==> src/design/bdc_defs.svh <==
`ifndef BDC_DEFS_SVH
`define BDC_DEFS_SVH

// two-wire bus address byte, r/w bit excluded from the compare
`define BDC_ADDR_BYTE       8'h44
`define BDC_BITS_PER_BYTE   4'h8

// register offsets (command byte values)
`define BDC_OFF_CFG0        8'h0c
`define BDC_OFF_CFG1        8'h0d
`define BDC_OFF_CFG2        8'h0e

// reset values, and the value read back from unmapped offsets
`define BDC_RST_CFG0        8'h0b
`define BDC_RST_CFG1        8'h00
`define BDC_RST_CFG2        8'hfc
`define BDC_READ_NONE       8'h00

// writable bits; reserved bits keep their reset value
`define BDC_WMASK_CFG0      8'hf7
`define BDC_WMASK_CFG1      8'hff
`define BDC_WMASK_CFG2      8'h03

// clock_and_reset_line_direction fields
`define BDC_B_OSC_A         7
`define BDC_B_OSC_B         6
`define BDC_B_SPDIF_MSEL    5
`define BDC_B_SPDIF_SRC     4
`define BDC_B_CFG0_RSVD     3
`define BDC_B_SPDIF_BUF     2
`define BDC_B_TGT_B         1
`define BDC_B_TGT_A         0

// audio_port_line_direction fields
`define BDC_B_FMT2          7
`define BDC_B_FMT1          6
`define BDC_B_ROLE2         5
`define BDC_B_ROLE1         4
`define BDC_B_HDR_B         3
`define BDC_B_HDR_A         2
`define BDC_B_BRD_B         1
`define BDC_B_BRD_A         0

// mclk_output_enable_direction fields
`define BDC_B_PKG_B         1
`define BDC_B_PKG_A         0
`define BDC_CFG2_RSVD_HI    7
`define BDC_CFG2_RSVD_LO    2

`endif

==> src/design/bdc_pkg.sv <==
package bdc_pkg;

  typedef enum logic [3:0] {
    BDC_IDLE,
    BDC_ADDR,
    BDC_ADDR_ACK,
    BDC_CMD,
    BDC_CMD_ACK,
    BDC_WDATA,
    BDC_WDATA_ACK,
    BDC_RDATA,
    BDC_RDATA_ACK
  } bdc_state_t;

  typedef struct packed {
    logic scl_m;
    logic scl_s;
    logic scl_d;
    logic sda_m;
    logic sda_s;
    logic sda_d;
  } bdc_sync_t;

  typedef struct packed {
    bdc_state_t  state;
    logic [3:0]  cnt;
    logic [7:0]  shift;
    logic        rw;
    logic [7:0]  ptr;
    logic [7:0]  tx;
    logic        sda_low;
    logic [7:0]  cfg0;
    logic [7:0]  cfg1;
    logic [7:0]  cfg2;
  } bdc_regs_t;

endpackage : bdc_pkg

==> src/design/bdc_pins_if.sv <==
`timescale 1ns/100ps
`default_nettype none

interface bdc_pins_if;
  logic scl_rise;
  logic scl_fall;
  logic start;
  logic stop;
  logic sda;

  modport src (output scl_rise, scl_fall, start, stop, sda);
  modport snk (input  scl_rise, scl_fall, start, stop, sda);
endinterface : bdc_pins_if

`default_nettype wire

==> src/design/bdc_pin_sync.sv <==
`timescale 1ns/100ps
`default_nettype none

module bdc_pin_sync (
  input  wire logic i_clock, // 25 MHz
  input  wire logic i_rst_n, // async, active low
  input  wire logic i_scl,   // bus clock pin
  input  wire logic i_sda,   // bus data pin level
  bdc_pins_if.src   pins     // synced levels and events
);
  import bdc_pkg::*;

  bdc_sync_t r;
  bdc_sync_t r_nxt;

  // idle bus is high, so the chain resets high to avoid a false start
  always_comb begin
    r_nxt       = r;
    r_nxt.scl_m = i_scl;
    r_nxt.scl_s = r.scl_m;
    r_nxt.scl_d = r.scl_s;
    r_nxt.sda_m = i_sda;
    r_nxt.sda_s = r.sda_m;
    r_nxt.sda_d = r.sda_s;
  end

  always_ff @(posedge i_clock or negedge i_rst_n) begin
    if (!i_rst_n) begin
      r <= '1;
    end else begin
      r <= r_nxt;
    end
  end

  // only the second and third stages are looked at
  assign pins.scl_rise = r.scl_s & ~r.scl_d;
  assign pins.scl_fall = ~r.scl_s & r.scl_d;
  assign pins.start    = r.scl_s & r.scl_d & r.sda_d & ~r.sda_s;
  assign pins.stop     = r.scl_s & r.scl_d & ~r.sda_d & r.sda_s;
  assign pins.sda      = r.sda_s;

endmodule : bdc_pin_sync

`default_nettype wire

==> src/design/bdc_io_dir_cfg.sv <==
// Functional notes
// [RL1] 0x0C bit7: oscillator A enable line direction
// [RL2] 0x0C bit6: oscillator B enable line direction
// [RL3] 0x0C bit5: S/PDIF clock master select direction
// [RL4] 0x0C bit4: S/PDIF clock source device direction
// [RL5] 0x0C bit2: S/PDIF buffer reset direction
// [RL6] 0x0D bit7: second port format direction
// [RL7] 0x0D bit6: first port format direction
// [RL8] 0x0D bit5: second port role direction
// [RL9] 0x0D bit4: first port role direction
// [RL10] 0x0D bit3: header B clock role direction
// [RL11] 0x0D bit2: header A clock role direction
// [RL12] 0x0D bit1: board clock B enable direction
// [RL13] 0x0D bit0: board clock A enable direction
// [RL14] 0x0E bit1: package B clock OE direction
// [RL15] 0x0E bit0: package A clock OE direction
// [RL16] 0x0C bits1/0: target resets, default one
// [RL17] host addresses expander at 0x44
`timescale 1ns/100ps
`include "bdc_defs.svh"
`default_nettype none

module bdc_io_dir_cfg (
  input  wire logic i_clock,                    // 25 MHz
  input  wire logic i_rst_n,                    // async, active low
  input  wire logic i_scl,                      // bus clock pin
  input  wire logic i_sda,                      // bus data pin level
  output logic      o_sda,                      // data drive value
  output logic      o_sda_oe,                   // data pulled low
  output logic      o_osc_a_enable_dir,         // 0 out, 1 in
  output logic      o_osc_b_enable_dir,         // 0 out, 1 in
  output logic      o_spdif_clock_master_sel_dir, // 0 out, 1 in
  output logic      o_spdif_clock_source_dev_dir, // 0 out, 1 in
  output logic      o_spdif_buf_reset_dir,      // 0 out, 1 in
  output logic      o_target_b_reset,           // 1 enabled
  output logic      o_target_a_reset,           // 1 enabled
  output logic      o_second_port_fmt_sel_dir,  // 0 out, 1 in
  output logic      o_first_port_fmt_sel_dir,   // 0 out, 1 in
  output logic      o_second_port_role_dir,     // 0 out, 1 in
  output logic      o_first_port_role_dir,      // 0 out, 1 in
  output logic      o_header_b_clock_role_dir,  // 0 out, 1 in
  output logic      o_header_a_clock_role_dir,  // 0 out, 1 in
  output logic      o_board_clock_b_enable_dir, // 0 out, 1 in
  output logic      o_board_clock_a_enable_dir, // 0 out, 1 in
  output logic      o_pkg_b_clock_oe_dir,       // 0 out, 1 in
  output logic      o_pkg_a_clock_oe_dir        // 0 out, 1 in
);
  import bdc_pkg::*;

  bdc_pins_if pins ();

  bdc_pin_sync u_sync (
    .i_clock (i_clock),
    .i_rst_n (i_rst_n),
    .i_scl   (i_scl),
    .i_sda   (i_sda),
    .pins    (pins)
  );

  bdc_regs_t  r;
  bdc_regs_t  r_nxt;
  logic       wr_en;
  logic [7:0] rd_data;
  logic       addr_hit;

  // the r/w bit is excluded so 0x44 and 0x45 both select this device
  assign addr_hit = ({r.shift[7:1], 1'b0} == `BDC_ADDR_BYTE); // RL17

  always_comb begin
    case (r.ptr)
      `BDC_OFF_CFG0: rd_data = r.cfg0;
      `BDC_OFF_CFG1: rd_data = r.cfg1;
      `BDC_OFF_CFG2: rd_data = r.cfg2;
      default:       rd_data = `BDC_READ_NONE;
    endcase
  end

  // start and stop come first so an abort in mid-byte always wins
  always_comb begin
    r_nxt = r;
    wr_en = 1'b0;
    if (pins.stop) begin
      r_nxt.state   = BDC_IDLE;
      r_nxt.sda_low = 1'b0;
    end else if (pins.start) begin
      // repeated start keeps the pointer for a combined read
      r_nxt.state   = BDC_ADDR;
      r_nxt.cnt     = '0;
      r_nxt.sda_low = 1'b0;
    end else begin
      case (r.state)
        BDC_IDLE: begin
          r_nxt.cnt = '0;
        end
        BDC_ADDR, BDC_CMD, BDC_WDATA: begin
          if (pins.scl_rise) begin
            r_nxt.shift = {r.shift[6:0], pins.sda};
            r_nxt.cnt   = r.cnt + 4'h1;
          end else if (pins.scl_fall && r.cnt == `BDC_BITS_PER_BYTE) begin
            r_nxt.cnt = '0;
            if (r.state == BDC_ADDR) begin
              if (addr_hit) begin
                r_nxt.rw      = r.shift[0];
                r_nxt.sda_low = 1'b1; // RL17
                r_nxt.state   = BDC_ADDR_ACK;
              end else begin
                r_nxt.state = BDC_IDLE;
              end
            end else if (r.state == BDC_CMD) begin
              r_nxt.ptr     = r.shift;
              r_nxt.sda_low = 1'b1;
              r_nxt.state   = BDC_CMD_ACK;
            end else begin
              wr_en         = 1'b1;
              r_nxt.ptr     = r.ptr + 8'h01;
              r_nxt.sda_low = 1'b1;
              r_nxt.state   = BDC_WDATA_ACK;
            end
          end
        end
        BDC_ADDR_ACK: begin
          if (pins.scl_fall) begin
            if (r.rw) begin
              r_nxt.tx      = rd_data;
              r_nxt.sda_low = ~rd_data[7];
              r_nxt.state   = BDC_RDATA;
            end else begin
              r_nxt.sda_low = 1'b0;
              r_nxt.state   = BDC_CMD;
            end
          end
        end
        BDC_CMD_ACK, BDC_WDATA_ACK: begin
          if (pins.scl_fall) begin
            r_nxt.sda_low = 1'b0;
            r_nxt.state   = BDC_WDATA;
          end
        end
        // read bits change a clock after the detected fall, inside the low
        BDC_RDATA: begin
          if (pins.scl_rise) begin
            r_nxt.cnt = r.cnt + 4'h1;
          end else if (pins.scl_fall) begin
            if (r.cnt == `BDC_BITS_PER_BYTE) begin
              r_nxt.cnt     = '0;
              r_nxt.sda_low = 1'b0;
              r_nxt.state   = BDC_RDATA_ACK;
            end else begin
              r_nxt.tx      = {r.tx[6:0], 1'b0};
              r_nxt.sda_low = ~r.tx[6];
            end
          end
        end
        BDC_RDATA_ACK: begin
          // a not-acknowledge ends the read; the next byte is fetched early
          if (pins.scl_rise) begin
            if (pins.sda) begin
              r_nxt.state = BDC_IDLE;
            end else begin
              r_nxt.ptr = r.ptr + 8'h01;
            end
          end else if (pins.scl_fall) begin
            r_nxt.tx      = rd_data;
            r_nxt.sda_low = ~rd_data[7];
            r_nxt.state   = BDC_RDATA;
          end
        end
        default: begin
          r_nxt.state   = BDC_IDLE;
          r_nxt.sda_low = 1'b0;
        end
      endcase
    end

    // reserved bits are not writable and keep reading their reset value
    if (wr_en) begin
      case (r.ptr)
        `BDC_OFF_CFG0: begin
          r_nxt.cfg0 = (r.shift & `BDC_WMASK_CFG0) |
                       (`BDC_RST_CFG0 & ~`BDC_WMASK_CFG0); // RL1 RL5 RL16
        end
        `BDC_OFF_CFG1: begin
          r_nxt.cfg1 = (r.shift & `BDC_WMASK_CFG1) |
                       (`BDC_RST_CFG1 & ~`BDC_WMASK_CFG1); // RL6 RL13
        end
        `BDC_OFF_CFG2: begin
          r_nxt.cfg2 = (r.shift & `BDC_WMASK_CFG2) |
                       (`BDC_RST_CFG2 & ~`BDC_WMASK_CFG2); // RL14 RL15
        end
        default: begin
          r_nxt.cfg0 = r.cfg0;
        end
      endcase
    end
  end

  // reset loads the defaults; the bus engine starts idle and released
  always_ff @(posedge i_clock or negedge i_rst_n) begin
    if (!i_rst_n) begin
      r         <= '0;
      r.state   <= BDC_IDLE;
      r.cfg0    <= `BDC_RST_CFG0; // RL16
      r.cfg1    <= `BDC_RST_CFG1; // RL6
      r.cfg2    <= `BDC_RST_CFG2;
    end else begin
      r <= r_nxt;
    end
  end

  // open drain: only ever pulls low
  assign o_sda    = 1'b0;
  assign o_sda_oe = r.sda_low;

  assign o_osc_a_enable_dir           = r.cfg0[`BDC_B_OSC_A];      // RL1
  assign o_osc_b_enable_dir           = r.cfg0[`BDC_B_OSC_B];      // RL2
  assign o_spdif_clock_master_sel_dir = r.cfg0[`BDC_B_SPDIF_MSEL]; // RL3
  assign o_spdif_clock_source_dev_dir = r.cfg0[`BDC_B_SPDIF_SRC];  // RL4
  assign o_spdif_buf_reset_dir        = r.cfg0[`BDC_B_SPDIF_BUF];  // RL5
  assign o_target_b_reset             = r.cfg0[`BDC_B_TGT_B];      // RL16
  assign o_target_a_reset             = r.cfg0[`BDC_B_TGT_A];      // RL16
  assign o_second_port_fmt_sel_dir    = r.cfg1[`BDC_B_FMT2];       // RL6
  assign o_first_port_fmt_sel_dir     = r.cfg1[`BDC_B_FMT1];       // RL7
  assign o_second_port_role_dir       = r.cfg1[`BDC_B_ROLE2];      // RL8
  assign o_first_port_role_dir        = r.cfg1[`BDC_B_ROLE1];      // RL9
  assign o_header_b_clock_role_dir    = r.cfg1[`BDC_B_HDR_B];      // RL10
  assign o_header_a_clock_role_dir    = r.cfg1[`BDC_B_HDR_A];      // RL11
  assign o_board_clock_b_enable_dir   = r.cfg1[`BDC_B_BRD_B];      // RL12
  assign o_board_clock_a_enable_dir   = r.cfg1[`BDC_B_BRD_A];      // RL13
  assign o_pkg_b_clock_oe_dir         = r.cfg2[`BDC_B_PKG_B];      // RL14
  assign o_pkg_a_clock_oe_dir         = r.cfg2[`BDC_B_PKG_A];      // RL15
endmodule : bdc_io_dir_cfg

`default_nettype wire

==> config.mk <==
export PLATFORM = sky130hd
export DESIGN_NAME = bdc_io_dir_cfg
export DESIGN_NICKNAME = d
export VERILOG_FILES = /design/src/design/bdc_pkg.sv /design/src/design/bdc_pins_if.sv /design/src/design/bdc_pin_sync.sv /design/src/design/bdc_io_dir_cfg.sv
export VERILOG_INCLUDE_DIRS = /design/src /design/src/design
export SDC_FILE = /design/constraint.sdc
export NUM_CORES = 1
export LEC_CHECK = 0
export ABC_AREA = 1
export BUFFER_PORTS_ARGS = -buffer_cell sky130_fd_sc_hd__buf_2
export CORE_ASPECT_RATIO = 0.5
export CORE_MARGIN = 1.5
export CORE_UTILIZATION = 45
export DETAILED_ROUTE_END_ITERATION = 8
export GPL_ROUTABILITY_DRIVEN = 0
export PLACE_DENSITY = 0.73
export SLEW_MARGIN = 40
export SYNTH_ARGS = -nofsm -noshare
export SYNTH_HDL_FRONTEND = slang
export SYNTH_SLANG_ARGS = --single-unit
==> constraint.sdc <==
create_clock -name i_clock -period 2.15 [get_ports i_clock]
set_input_delay 0.1075 -clock i_clock [delete_from_list [all_inputs] [get_ports i_clock]]
set_output_delay 0.1075 -clock i_clock [all_outputs]
set_load 0.05 [all_outputs]
---- Word-level counts from Yosys, hierarchy flattened ----
Cells that the tools add are included.
storage, ports and cells
  bits in writable memories ............... 0
  ROM bits ................................ 0
  latch bits .............................. 0
  logic and storage cells ................. 145
  memories ................................ 0
  output and inout bits ................... 19
  register bits ........................... 56
cells by class
  reduce and logical (&&, ||, !) cells .... 17
  add/sub/neg operators ................... 2
  multipliers ............................. 0
  muxes and demuxes ....................... 53
  equality and inequality tests ........... 41
  shifts and indexed selects .............. 0
  div/mod/pow operators ................... 0
  bitwise gates (word level) .............. 16
  magnitude comparators ................... 0
operators with widths
  cell                                            number
  2-to-1 mux 8 bit                                15
  inequality test 4 bit (second input constant)   12
  2-to-1 mux 4 bit                                11
  AND reduction 10 bit                            3
  == test 8 x 4 -> 1 bit (second input constant)  3
  inequality test 2 bit (second input constant)   12
  one-hot mux 4 bit (6 select lines)              1
  one-hot mux 8 bit (3 select lines)              1
  one-hot mux 7 bit (3 select lines)              1
  == test 4 x 3 -> 1 bit (second input constant)  4
  2-to-1 mux 1 bit                                16
  one-hot mux 8 bit (2 select lines)              1
  2-to-1 mux 7 bit                                2
  one-hot mux 4 bit (3 select lines)              1
  inequality test 5 bit (second input constant)   2
  NOT 1 bit                                       9
  adder 8 x 1 -> 8 bit (second input constant)    1
  == test 4 x 2 -> 1 bit (second input constant)  2
  == test 4 bit (second input constant)           2
  AND reduction 8 bit                             1
  bitwise AND 1 bit                               7
  == test 7 x 6 -> 1 bit (second input constant)  1
  AND reduction 7 bit                             1
  one-hot mux 1 bit (6 select lines)              1
  16 further kinds                                19

---- Longest topological paths before layout ----
  depth in word-level cells ............... 9
  depth in mapped cells ................... 13
  depth with buffers taken out ............ 13

---- By module ----
Synthesis repeated with hierarchy kept, for this count alone.
unflattened totals
  cell total of the unflattened synthesis .. 436
  area, all modules ....................... 3299.4 µm²
by module, submodules not included
  module          cells an instance  seq. area each (µm²)  area an instance (µm²)  times used
  bdc_io_dir_cfg  419                1253.7                3100.5                  1
  bdc_pin_sync    17                 157.7                 198.9                   1

---- Worst setup path after synthesis ----
OpenSTA, ideal clock, no wires.
  kind .................................... flip-flop to flip-flop
  from .................................... reg u_sync.r[4] in the netlist's numbering
  to ...................................... reg r[56] in the netlist's numbering
  required time ........................... 2.033 ns
  setup slack ............................. 0.368 ns
  cell stages (with the launch flop) ...... 11
  arrival ................................. 1.665 ns
  setup time .............................. 0.117 ns
  path buffers ............................ 0
  clock period less this slack ............ 1.782 ns
  path through ............................ dfstp_2 ha_1 nand2_1 nand2_1 nand2_1 nand3_2 nand2_1 nor2_2 nand2_1 nand2_1 nand2_1
on the way
  cells in the longest elaborated chain, start to end .. 5
  elaborated cells on any way between the ends .. 24
  classes of those cells .................. 10 x eq/ne; 4 x mux; 8 x bitwise; 2 x reduce/logical
ends and longest elaborated chain
  what                                                                    line                                    RTL
  from (decl)                                                             bdc_pin_sync.sv:13                      bdc_sync_t r;
  from (signal assigned)                                                  bdc_pin_sync.sv:31                      r <= r_nxt;
  bitwise AND 1 bit, or another cell as far along                         bdc_pin_sync.sv:38, bdc_pin_sync.sv:39
  bitwise AND 1 bit, or another cell as far along (2 in a row)            bdc_pin_sync.sv:38                      assign pins.start = r.scl_s & r.scl_d & r.sda_d & ~r.sda_s;
  inequality test 5 x 4 -> 1 bit (no line), or another cell as far along  -
  AND reduction 10 bit (no line) or 2-to-1 mux 4 bit (tied branches)      -
  to (signal assigned)                                                    bdc_io_dir_cfg.sv:206                   r <= r_nxt;
  to (decl)                                                               bdc_io_dir_cfg.sv:60                    bdc_regs_t r;
Parallel ways exist; a longest one is shown, timed or not.
A chain may end at the register's enable or synchronous reset.

---- Worst setup path after layout ----
  from .................................... reg r[50] in the netlist's numbering
  to ...................................... reg r (netlist bit o_second_port_fmt_sel_dir)
on the way
  cells in the longest elaborated chain, start to end .. 8
ends and longest elaborated chain
  what                           line                  RTL
  == test 4 bit (no line)        -
  logical AND 1 bit (no line)    -
  2-to-1 mux 1 bit               bdc_io_dir_cfg.sv:99  end else if (pins.scl_fall && r.cnt == `BDC_BITS_PER_BYTE) begin
  2-to-1 mux 1 bit               bdc_io_dir_cfg.sv:96  if (pins.scl_rise) begin
  2-to-1 mux 1 bit               bdc_io_dir_cfg.sv:91  case (r.state)
  2-to-1 mux 1 bit               bdc_io_dir_cfg.sv:85  end else if (pins.start) begin
  2-to-1 mux 1 bit               bdc_io_dir_cfg.sv:82  if (pins.stop) begin
  AND reduction 2 bit (no line)  -
Every way passes these cells.

==> flow_metrics.tcl <==
set metrics [dict create \
    largest_reg_flops 32 \
    crit_path_end_kind "flip-flop" \
    core_um2 6884 \
    yosysSeqAreaShare 0.4263 \
    yosys-top-cells-area "dfrtp_1 36%, nand2_1 16%, dfstp_2 6.3%" \
    multi_input_area_um2 1640 \
    crit_slowest_cell "dfrtp_1" \
    synth.top_cell.area_share 0.3628 \
    slew_headroom 0.5229 \
    ys_types 32 \
    row_count 21 \
    clk_pin_slew_worst_paths_ns 0.07 \
    antenna_left 0 \
    clk_latency_ns 0.30 \
    maxCapViolCount 0 \
    path_max_fanout 16 \
    fp.dieH_um 63.65 \
    grt_pass1_wl_mm 12.54 \
    synthToLayoutAreaGrowth_pct 11.83 \
    drc 0 \
    criticalPathCategory "flip-flop to flip-flop" \
    netlist_area_um2 3311 \
    drt_iter0_drc 253 \
    cp-startpoint "r[50]" \
    vias_per_cell 5.153 \
    netlist_instances 431 \
    antenna_cells 0 \
    synth_area_leader_cell "dfrtp_1" \
    regMostFlops "r" \
    grt_max_degree 57 \
    post-dp-hpwl_mm 5.232 \
    avgRoutedWirePerCell_um 13.39 \
    hold_viol 0 \
    finalCritPeriodShare 0.9072 \
    pin_count 23 \
    power.total_uw 2322 \
    synth_edf_count 0 \
    finClkSkew_ns 0.003522 \
    floorplan.initialDensity 0.4809 \
    drv_slew 0 \
    synth-main-ff-cell "dfrtp_1" \
    r2r-start "r[50]" \
    routed_wl_mm 7.416 \
    post_cts_buffers 0 \
    fillers 650 \
    setup_tns_ns 0 \
    peakVddDrop_v 0.0003594 \
    htree_levels 2 \
    yosys_register_bits 56 \
    cp_data_required_time_ns 2.34 \
    tightest_slew_ns 0.7156 \
    min-delay-start "u_sync.r[5]" \
    final_net_count 474 \
    ys_warn_count 0 \
    die_area_um2 7912 \
    finalSetupViolCount 0 \
    syn-num-nets 444 \
    grt_pass1_vias 2594 \
    layout_commonest_cell "nand2_1" \
    largestRegisters "r: 32 flops, u_sync.r: 5 flops" \
    syn_area_per_cell_um2 7.681 \
    grt_antenna_before_repair 0 \
    cts_tree "built" \
    cpMostUsedCell "nand2_1" \
    drive_above_1_share 0.2013 \
    clockRootBuffer "clkbuf_16" \
    max_stage_delay_ns 0.41 \
    cts.sinks 56 \
    rsz0062_at_grt "no" \
    grt_usage 0.1977 \
    timing.fmax_ghz 0.5127 \
    regArea_um2 1411 \
    arrival_ns 2.14 \
    asyncSetResetFlopFracSynth 1.000 \
    worstHoldPathType "flip-flop to flip-flop" \
    cts_buffers 5 \
    clockBufferDepth 2 \
    cp-start-kind "flip-flop" \
    first_pass_iters 5 \
    outcome "completed" \
    p_leak_uw 0.001851 \
    vias 2855 \
    crit_chain "inv_1, ha_1, nand2_1, nor2_1, nand2_1, nor2_1, nand3_2, buf_4, nand2_1, o21ai_2" \
    die_width_um 124.3 \
    min_period_ns 1.951 \
    io_buffers 21 \
    overflow 0 \
    power_density_nw_per_um2 627.2 \
    mostFrequentLayoutCells "137 x nand2_1, 48 x dfrtp_1, 42 x inv_1, 30 x nor2_1, 30 x nand3_1" \
]
-- logic make-up (layout without fill, tap and decap cells) --
family,after synthesis,count (layout),synth area share
flops,56,56,0.4263
simple gates,231,231,0.3201
fa+ha+maj,9,9,0.03401
mux,2,2,0.006047
other cells,1,1,0.001133
xor+xnor,4,4,0.01058
buf+inv,60,91,0.08126
compound gates,68,68,0.1206
-- timing repair --
item                                    4_1_cts  5_1_grt
endpoints found under the setup margin        0       10
endpoints found under the hold margin        50        0
hold buffers                                  3        0
resized for setup                             0        2
-- cells in the mapped netlist (2+ instances only) --
| cell type | n |
|---|---|
| dfrtp_1 | 48 |
| nor2_2 | 6 |
| nand3_2 | 7 |
| nand4_1 | 4 |
| inv_1 | 42 |
| ha_1 | 9 |
| mux2i_1 | 2 |
| xor2_1 | 3 |
| nand2_2 | 4 |
| nand2_1 | 137 |
| o21ai_0 | 26 |
| buf_6 | 3 |
| buf_4 | 5 |
| dfstp_2 | 8 |
| nand3_1 | 30 |
| o21ai_1 | 17 |
| nor3_1 | 6 |
| nor2_1 | 30 |
| a21oi_1 | 9 |
| o21ai_2 | 15 |
| nor3_4 | 2 |
| inv_2 | 8 |
-- layout make-up --
class | instances | area share
clock buffers | 5 | 0.03380
clock inverters | 3 | 0.005745
multi-input cells | 315 | 0.4431
flip-flops and latches | 56 | 0.3812
well taps | 92 | 0.03109
inverters | 51 | 0.05238
repair buffers | 32 | 0.05272
-- where the power goes --
group	switching, uW	leakage, uW	internal [uW]
Combinational	227	0.00103	103
Clock	402	0.0000702	435
Sequential	51.3	0.000750	1100
-- through the flow --
stage | hold WS [ns] | cell area [um^2] | util | instances | setup slack, ns
floorplan | -0.1881 | 3311 | - | 431 | 0.3683
global placement | 0.2129 | 3516 | 0.5107 | 543 | 0.1752
detailed placement | 0.2153 | 3516 | 0.5107 | 543 | 0.1764
CTS | 0.3575 | 3692 | 0.5364 | 554 | 0.1541
global route | 0.3647 | 3702 | 0.5378 | 554 | 0.003414
finish | 0.3565 | 3702 | 0.5378 | 554 | 0.1995
-- metal layers --
| metal | share of wire | GRT usage |
|---|---|---|
| met3 | 0.055 | 0.04503 |
| met2 | 0.43 | 0.3036 |
| met4 | 0.011 | 0.04885 |
| met5 | 0 | 0 |
| met1 | 0.50 | 0.2830 |
-- worst max-delay path, delay by kind of cell, from the launching register on --
kind / cells / cell delay (ns)
flip-flops: 1 / 0.41
adder cells (fa/ha/maj): 1 / 0.15
AND/OR/NAND/NOR: 6 / 0.91
AO/OA/AOI/OAI: 1 / 0.05
buffers and inverters: 2 / 0.32
-- worst paths after layout --
path / endpoint / slack, ns / cells after the start
max in group asynchronous: r[53] / 1.19 / 3
min in group asynchronous: o_first_port_fmt_sel_dir / 0.48 / 3
min: u_sync.r[4] / 0.36 / 0
min reg2reg: u_sync.r[4] / 0.36 / 0
max reg2reg: o_second_port_fmt_sel_dir / 0.20 / 10
max: o_second_port_fmt_sel_dir / 0.20 / 10
(Power assumes the default switching activity.)
